### src/dsj_pkg.sv
// package: encodings, field positions and widths for the decrement-skip and jump unit
package dsj_pkg;
  localparam int dsj_word_w = 12;
  localparam int dsj_data_w = 8;
  localparam int dsj_pc_w = 11;
  localparam int dsj_addr_w = 5;
  // decrement-skip-if-zero: 0010 11df ffff
  localparam logic [5:0] dsj_dec_skip_code = 6'h0b;
  localparam int dsj_dec_skip_lsb = 6;
  localparam int dsj_dest_bit = 5;
  // jump: 101k kkkk kkkk
  localparam logic [2:0] dsj_jump_code = 3'h5;
  localparam int dsj_jump_lsb = 9;
  localparam int dsj_imm_w = 9;
  // page select bits in status
  localparam int dsj_page_hi = 6;
  localparam int dsj_page_lo = 5;
  localparam logic [dsj_word_w-1:0] dsj_nop_word = 12'h000;
  localparam logic [dsj_pc_w-1:0] dsj_pc_reset = 11'h7ff;
  localparam logic [dsj_data_w-1:0] dsj_status_reset = 8'h18;
  localparam logic [dsj_data_w-1:0] dsj_work_reset = 8'h00;
  typedef enum logic [1:0] {
    dsj_st_exec = 2'b01,
    dsj_st_flush = 2'b10
  } dsj_state_type;
endpackage

### src/dsj_core.sv
// execute unit for the decrement-skip-if-zero and immediate jump instructions
//
// Overview of operation
// - decode decrement-skip, read file, subtract one
// - destination bit picks working or file register
// - zero result flushes prefetched word, two cycles
// - top bits 101 decode jump, nine-bit target
// - jump target loads program counter bits 8:0
// - status bits 6:5 fill counter bits 10:9
`timescale 1ns/100ps
module dsj_core
  import dsj_pkg::*;
(
  input wire logic clk,
  input wire logic reset,
  input wire logic [dsj_word_w-1:0] prog_word,
  output logic [dsj_pc_w-1:0] prog_addr,
  output logic [dsj_addr_w-1:0] file_addr,
  input wire logic [dsj_data_w-1:0] file_rdata,
  output logic file_we,
  output logic [dsj_data_w-1:0] file_wdata,
  input wire logic [dsj_data_w-1:0] status_in,
  output logic [dsj_data_w-1:0] status_q,
  output logic [dsj_data_w-1:0] work_q,
  output logic [dsj_word_w-1:0] exec_word,
  output logic skip_taken,
  output logic jump_taken,
  output logic flushing
);
  // ----------------------------------------
  // decode
  // ----------------------------------------
  logic [dsj_pc_w-1:0] pc_q;
  logic [dsj_word_w-1:0] ir_q;
  dsj_state_type state_q, state_d;
  logic [dsj_data_w-1:0] work_d;

  wire is_dec_skip = ir_q[dsj_word_w-1:dsj_dec_skip_lsb] == dsj_dec_skip_code;
  // jump match on top three bits
  wire is_jump = ir_q[dsj_word_w-1:dsj_jump_lsb] == dsj_jump_code;
  wire dest_file = ir_q[dsj_dest_bit];
  wire [dsj_imm_w-1:0] jump_imm = ir_q[dsj_imm_w-1:0];
  wire [dsj_data_w-1:0] dec_value = file_rdata - 8'h01;
  wire dec_zero = dec_value == 8'h00;
  wire do_skip = is_dec_skip && dec_zero;
  // page bits from status into upper counter bits
  wire [dsj_pc_w-1:0] jump_target = {status_q[dsj_page_hi:dsj_page_lo], jump_imm};
  // a jump always discards the sequential prefetch
  wire do_flush = do_skip || is_jump;

  // ----------------------------------------
  // fetch
  // ----------------------------------------
  dsj_fetch fetch_i (
    .clk(clk),
    .reset(reset),
    .prog_word(prog_word),
    .load_pc(is_jump),
    .load_value(jump_target),
    .flush(do_flush),
    .pc_q(pc_q),
    .ir_q(ir_q)
  );

  assign prog_addr = pc_q;
  assign file_addr = ir_q[dsj_addr_w-1:0];
  assign exec_word = ir_q;
  // write back to file when destination bit set
  assign file_we = is_dec_skip && dest_file;
  assign file_wdata = dec_value;
  assign skip_taken = do_skip;
  assign jump_taken = is_jump;
  assign flushing = state_q == dsj_st_flush;

  // ----------------------------------------
  // state and registers
  // ----------------------------------------
  // working register takes result when destination bit clear
  assign work_d = (is_dec_skip && !dest_file) ? dec_value : work_q;
  // flush state marks the cycle that executes the discarded slot as a no-op
  assign state_d = do_flush ? dsj_st_flush : dsj_st_exec;

  always_ff @(posedge clk) begin
    if (reset) begin
      state_q <= dsj_st_exec;
      work_q <= dsj_work_reset;
      status_q <= dsj_status_reset;
    end else begin
      state_q <= state_d;
      work_q <= work_d;
      // status follows only the outside value, never these instructions
      status_q <= (is_dec_skip || is_jump) ? status_q : status_in;
    end
  end
endmodule

### src/dsj_fetch.sv
// fetch stage: program counter and prefetched instruction register
`timescale 1ns/100ps
module dsj_fetch
  import dsj_pkg::*;
(
  input wire logic clk,
  input wire logic reset,
  input wire logic [dsj_word_w-1:0] prog_word,
  input wire logic load_pc,
  input wire logic [dsj_pc_w-1:0] load_value,
  input wire logic flush,
  output logic [dsj_pc_w-1:0] pc_q,
  output logic [dsj_word_w-1:0] ir_q
);
  wire [dsj_pc_w-1:0] pc_d = load_pc ? load_value : pc_q + 11'h001;
  // a flushed slot becomes a no-operation rather than the fetched word
  wire [dsj_word_w-1:0] ir_d = flush ? dsj_nop_word : prog_word;

  always_ff @(posedge clk) begin
    if (reset) begin
      pc_q <= dsj_pc_reset;
      ir_q <= dsj_nop_word;
    end else begin
      pc_q <= pc_d;
      ir_q <= ir_d;
    end
  end
endmodule

### config.mk
export PLATFORM = sky130hd
export DESIGN_NAME = dsj_core
export DESIGN_NICKNAME = d
export VERILOG_FILES = /design/src/dsj_pkg.sv /design/src/dsj_core.sv /design/src/dsj_fetch.sv
export SDC_FILE = /design/constraint.sdc
export NUM_CORES = 1
export LEC_CHECK = 0
export ABC_AREA = 1
export BUFFER_PORTS_ARGS = -buffer_cell sky130_fd_sc_hd__buf_4
export CAP_MARGIN = 30
export CORE_MARGIN = 10
export CORE_UTILIZATION = 41
export DETAILED_ROUTE_END_ITERATION = 7
export GPL_TIMING_DRIVEN = 1
export PLACE_DENSITY = 0.85
export SYNTH_ARGS = -nofsm -noshare
export SYNTH_HDL_FRONTEND = slang
export SYNTH_HIERARCHICAL = 1
export SYNTH_SLANG_ARGS = --single-unit
### constraint.sdc
create_clock -name clk -period 1.85 [get_ports clk]
set_clock_uncertainty 0.1 [all_clocks]
set_input_delay 0.37 -clock clk [delete_from_list [all_inputs] [get_ports clk]]
set_output_delay 0.37 -clock clk [all_outputs]
set_load 0.05 [all_outputs]
; After elaboration in Yosys (flattened, before gate mapping)
; Index checks and enable logic that the tools add are counted.
[op_classes]
bitwise_logic = 0
eq_ne = 3
n_div = 0
magnitude_cmp = 0
shift = 0
mul = 0
n_reduce_logical = 8
n_mux = 2
addsub = 2
[ops]
columns = cell, count
row1 = $add A11 B1 Y11 const B, 1
row2 = $mux W11, 1
row3 = $logic_not A8 Y1, 1
row4 = $sub A8 B1 Y8 const B, 1
row5 = $eq A6 B4 Y1 const B, 1
row6 = $eq A3 B3 Y1 const B, 1
row7 = $logic_and A1 B1 Y1, 3
row8 = $eq A2 B2 Y1 const B, 1
row9 = $logic_or A1 B1 Y1, 2
row10 = $mux W2, 1
row11 = $reduce_or A2 Y1, 1
row12 = $logic_not A1 Y1, 1
[word_totals]
ff_bits = 41
output_inout_bits = 56
in_bits = 30
mem_bits_ro = 0
ramBits = 0
memories = 0
elab_cells = 20
latchBits = 0

; Depth between registers and ports, before layout
[depth]
depth_word = 5
ltp_mapped = 13
ltp_nobuf = 12

; Modules after synthesis
; Netlist, hierarchy kept.
[modules_own_cells]
columns = module, area_each_um2, n_inst, seq_area_each_um2, cells_per_inst
row1 = dsj_fetch, 935.9, 1, 460.4, 124
row2 = dsj_core, 912.1, 1, 360.3, 129

; Least setup slack after synthesis
; OpenSTA, ideal clock, no wires.
[synth_path]
path_type = input to register
from = in file_rdata[0]
to = reg fetch_i.ir_q[10]
path_slack_ns = -1.141
arrival_ns = 2.827
required_time_ns = 1.686
n_path_buf = 1
setup_ns = 0.064
path_stages = 10
cell_sequence = inv_1 ha_1 nand3_1 xnor2_1 nor2_1 nand3_2 nand2_1 or2_1 buf_2 nor2_1
[synth_between]
elab_chain_len = 5
[synth_rtl]
columns = element, line_no
row1 = "start, declared", dsj_core.sv:19  ; input wire logic [dsj_data_w-1:0] file_rdata,
row2 = $sub A8 B1 Y8, dsj_core.sv:43  ; wire [dsj_data_w-1:0] dec_value = file_rdata - 8'h01;
row3 = net file_wdata[4], dsj_core.sv:21  ; output logic [dsj_data_w-1:0] file_wdata,
row4 = $logic_not A8 Y1, dsj_core.sv:44  ; wire dec_zero = dec_value == 8'h00;
row5 = $logic_and A1 B1 Y1, dsj_core.sv:45  ; wire do_skip = is_dec_skip && dec_zero;
row6 = $logic_or A1 B1 Y1, dsj_core.sv:49  ; wire do_flush = do_skip || is_jump;
row7 = net do_flush, dsj_core.sv:49
row8 = $reduce_or A2 Y1 (no line), --
row9 = "end signal, assigned", dsj_fetch.sv:22  ; ir_q <= dsj_nop_word;
row10 = "end signal, assigned", dsj_fetch.sv:25  ; ir_q <= ir_d;
row11 = "end, declared", dsj_fetch.sv:13  ; output logic [dsj_word_w-1:0] ir_q
; The timed path passes the listed nets, and every way through them passes these cells.
; A chain may end at the register's enable or synchronous reset.

; Worst setup path after layout
[layout_path]
from = in file_rdata[0]
to = out skip_taken
[layout_between]
elab_chain_len = 3
[layout_rtl]
columns = element, line_no
row1 = $sub A8 B1 Y8, dsj_core.sv:43
row2 = $logic_not A8 Y1, dsj_core.sv:44
row3 = $logic_and A1 B1 Y1, dsj_core.sv:45
row4 = "end, declared", dsj_core.sv:26  ; output logic skip_taken,
; Every way passes these cells.

==> summary.md <==
| Metric | Value |
|---|---|
| Outcome | complete, but fails checks |
| Worst hold slack | 179 ps |
| DR iter-0 viols | 73 |
| WL final | 5.86 mm |
| Ys Warns | 6 |
| Max-capacitance violation count | 0 |
| Largest net degree at the start of global routing | 18 |
| Pwr dens | 860 nW/um^2 |
| Worst setup EP type | primary output |
| Sum Neg Setup Slack | -257 ps |
| Die H | 87.1 um |
| Core Region | 4350 um^2 |
| DR pass1 iterations | 4 |
| Post-synth net total | 286 |
| Tightest Pin Transition | 439 ps |
| CTS Buffer Depth | 2 |
| I/O pin count | 86 |
| CP Cell Sequence | buf_8 -> clkinvlp_4 -> ha_4 -> inv_4 -> nor2_4 -> nand3_2 -> nand2_2 -> nand2_4 -> nor2_4 -> nand3_2 -> clkinvlp_4 -> buf_8 |
| CP startpoint kind | input pin |
| Final HPWL DP | 4.42 mm |
| CTS Sinks | 41 |
| Hold Path Stages | 3 |
| Unrepaired setup endpoints after global routing | true |
| CP max-delay cell | ha_4 |
| Global-route wire length before repair | 8.99 mm |
| Routed length per placed instance | 14.2 um |
| Worst path bufs/invs | 5 |
| Placed insts | 397 |
| Worst Hold Launch | status_in[4] |
| Antenna viol nets, final | 0 |
| DRC violations left | 0 |
| CP Data Arrival Time | 1550 ps |
| Synthesis-to-layout area growth | 59.0% |
| Post-synth EDFFs | 0 |
| Worst setup margin | -169 ps |
| Vias | 1970 |
| Synthesized flop and latch total | 41 |
| Failing checks | negative setup slack |
| Min Tclk post-route | 2020 ps |
| FFs w/ async S/R, synth | 0 |
| CP Class | in -> out |
| Vias in the first global route | 1944 |
| Number of vias per cell | 4.78 |
| Nets | 393 |
| Synthesized area per cell | 7.30 um^2 |
| Clock-pin slew on the worst setup and hold paths | 70 ps |
| Worst Path Required | 1380 ps |
| Placer Congestion | 0.879 |
| Worst reg2reg startpoint | fetch_i/ir_q[9]$_SDFF_PP0_ |
| Final core occ | 0.675 |
| Final setup violation count | 2 |
| Setup crit start | file_rdata[0] |
| CTS root buf | clkbuf_8 |
| Max-slew violations | 0 |
| Port-buffer cells | 85 |
| Site Rows | 24 |
| Antenna Cells | 0 |
| Tightest Hold Check Type | in -> reg |
| Die W | 87.1 um |
| Worst Reg-to-Reg Cells | 11 |
| CTS tree | yes |
| Mapped cell area | 1850 um^2 |
| Antenna violations before repair | 0 |
| Final period util | 1.09 |
| WP depth | 12 |
| Gr ovfl total | 0 |
| Fmax achieved | 495 MHz |
| Share of cells above drive strength 1 | 0.439 |
| Top_reg_cell synth | dfxtp_1 |
| Slew headroom | 0.707 |
| VDD IR max | 427 uV |
| Leakage | 0.00151 uW |
| Dominant delay contributor by cell family on the critical path | simple AND/OR/NAND/NOR gates |
| Final Hold Fails | 0 |
| Clk Latency, worst-skew pair | 290 ps |
| Cts bufs inserted | 5 |
| Die area | 7590 um^2 |
| Post-Layout Cell Count | 412 |
| Worst Path Max Fanout | 3 |
| CP max stage delay | 150 ps |
| Mapped Cells | 253 |
| H-tree depth | 2 |
| Initial Util | 0.424 |
| Sequential fraction of the synthesis area | 0.444 |
| Gr usage total | 0.148 |
| Synth cell types | 24 |
==> placed cells by master (no fill, tap or decap), types with 2 or more instances in the layout <==
master      Yosys  routed
a31oi_1         3       3
buf_6           1       4
inv_1          37      30
nand2_2         3       5
nand3_1        15      12
dfxtp_1        41      37
a21oi_1        18      18
clkinvlp_4      0       3
o21bai_1        2       2
o21ai_0        18      18
nor2_2          7       5
buf_8           0       4
nor2_1         37      32
buf_4           6     103
nand4_1         2       2
nand2_1        46      43
nand3_2         4       6
nor2_4          1       8
inv_2           0       2
dfxtp_2         0       4
inv_4           0       2
ha_1            3       2
clkbuf_8        1       6
==> worst register-to-register path: stages (launching register included) <==
cell and delay, ps:
dfxtp_2 330, inv_2 40, nor2_4 120, nand3_2 100
nor2_2 110, nand2_1 60, nor2_2 100, nand3_2 120
buf_4 160, nand2_1 70, or2_4 190, nor2_1 60
==> kinds of logic (layout without fill, tap and decap cells) <==
logic type | Yosys count | after routing | synth area share
simple gates | 117 | 117 | 0.285
buf+inv | 48 | 155 | 0.121
compound gates | 41 | 41 | 0.116
flops | 41 | 41 | 0.444
fa+ha+maj | 3 | 3 | 0.0203
xor+xnor | 3 | 3 | 0.0142
==> through the flow <==
step	cell area (um^2)	setup slack (ps)	total power [uW]
floorplan	1930	-355	1640
global placement	2680	-239	1910
detailed placement	2680	-330	1920
CTS	2870	-152	2530
global route	2940	-273	2670
finish	2940	-169	2530
==> synthesized netlist by cell type, types with 2 or more instances <==
cell | instances | area, um^2
o21bai_1 | 2 | 15.0
ha_1 | 3 | 37.5
nand3_1 | 15 | 75.1
nand2_2 | 3 | 18.8
buf_4 | 6 | 45.0
nor2_1 | 37 | 139
nand4_1 | 2 | 12.5
nand2_1 | 46 | 173
a21oi_1 | 18 | 90.1
a31oi_1 | 3 | 18.8
dfxtp_1 | 41 | 821
inv_1 | 37 | 139
nor2_2 | 7 | 43.8
nand3_2 | 4 | 40.0
xnor2_1 | 3 | 26.3
o21ai_0 | 18 | 90.1
==> sequential cells by signal, indices dropped and copies added, names as in the netlist <==
| name | cells |
|---|---|
| status_q | 8 |
| work_q | 8 |
| fetch_i/pc_q | 11 |
| fetch_i/ir_q | 12 |
| state_q | 2 |
==> metal layers <==
metal,routed length (um),vias to the layer above,share of wire,track usage
met5,0,-,0,0
met4,129,0,0.022,0.0565
met3,612,14,0.10,0.0749
met2,3010,70,0.51,0.265
met1,2110,888,0.36,0.140
li1,-,998,-,-
==> cell type report <==
type / instances / area (um^2)
tap: 52 / 65.1
multi-input combinational: 164 / 928
inverter: 37 / 155
sequential: 41 / 826
fill: 339 / 1420
clock buffer: 7 / 86.3
timing repair buffer: 111 / 878
==> power by group <==
| part | total [uW] | leakage, uW | switching, uW | internal (uW) |
|---|---|---|---|---|
| Combinational | 912 | 0.00113 | 593 | 319 |
| Clock | 586 | 0.0000443 | 290 | 296 |
| Sequential | 1030 | 0.000340 | 73.6 | 958 |
| Total | 2530 | 0.00151 | 956 | 1570 |
==> final timing paths <==
kind	endpoint	slack (ps)
worst max-delay path	skip_taken	-170
worst min register to register	status_q[3]$_SDFFE_PP1N_	380
worst max register to register	fetch_i/ir_q[9]$_SDFF_PP0_	170
worst min-delay path	status_q[4]$_SDFFE_PP1N_	180
==> repair_timing <==
item | in CTS | in global routing
setup endpoints to repair | 13 | 6
buffers inserted | 4 | 4
endpoints found under the hold margin | 0 | 0
hold buffers | 0 | 0
pin swaps | 9 | 13
resized for setup | 23 | 12
Power figures use the tool's default switching activity.
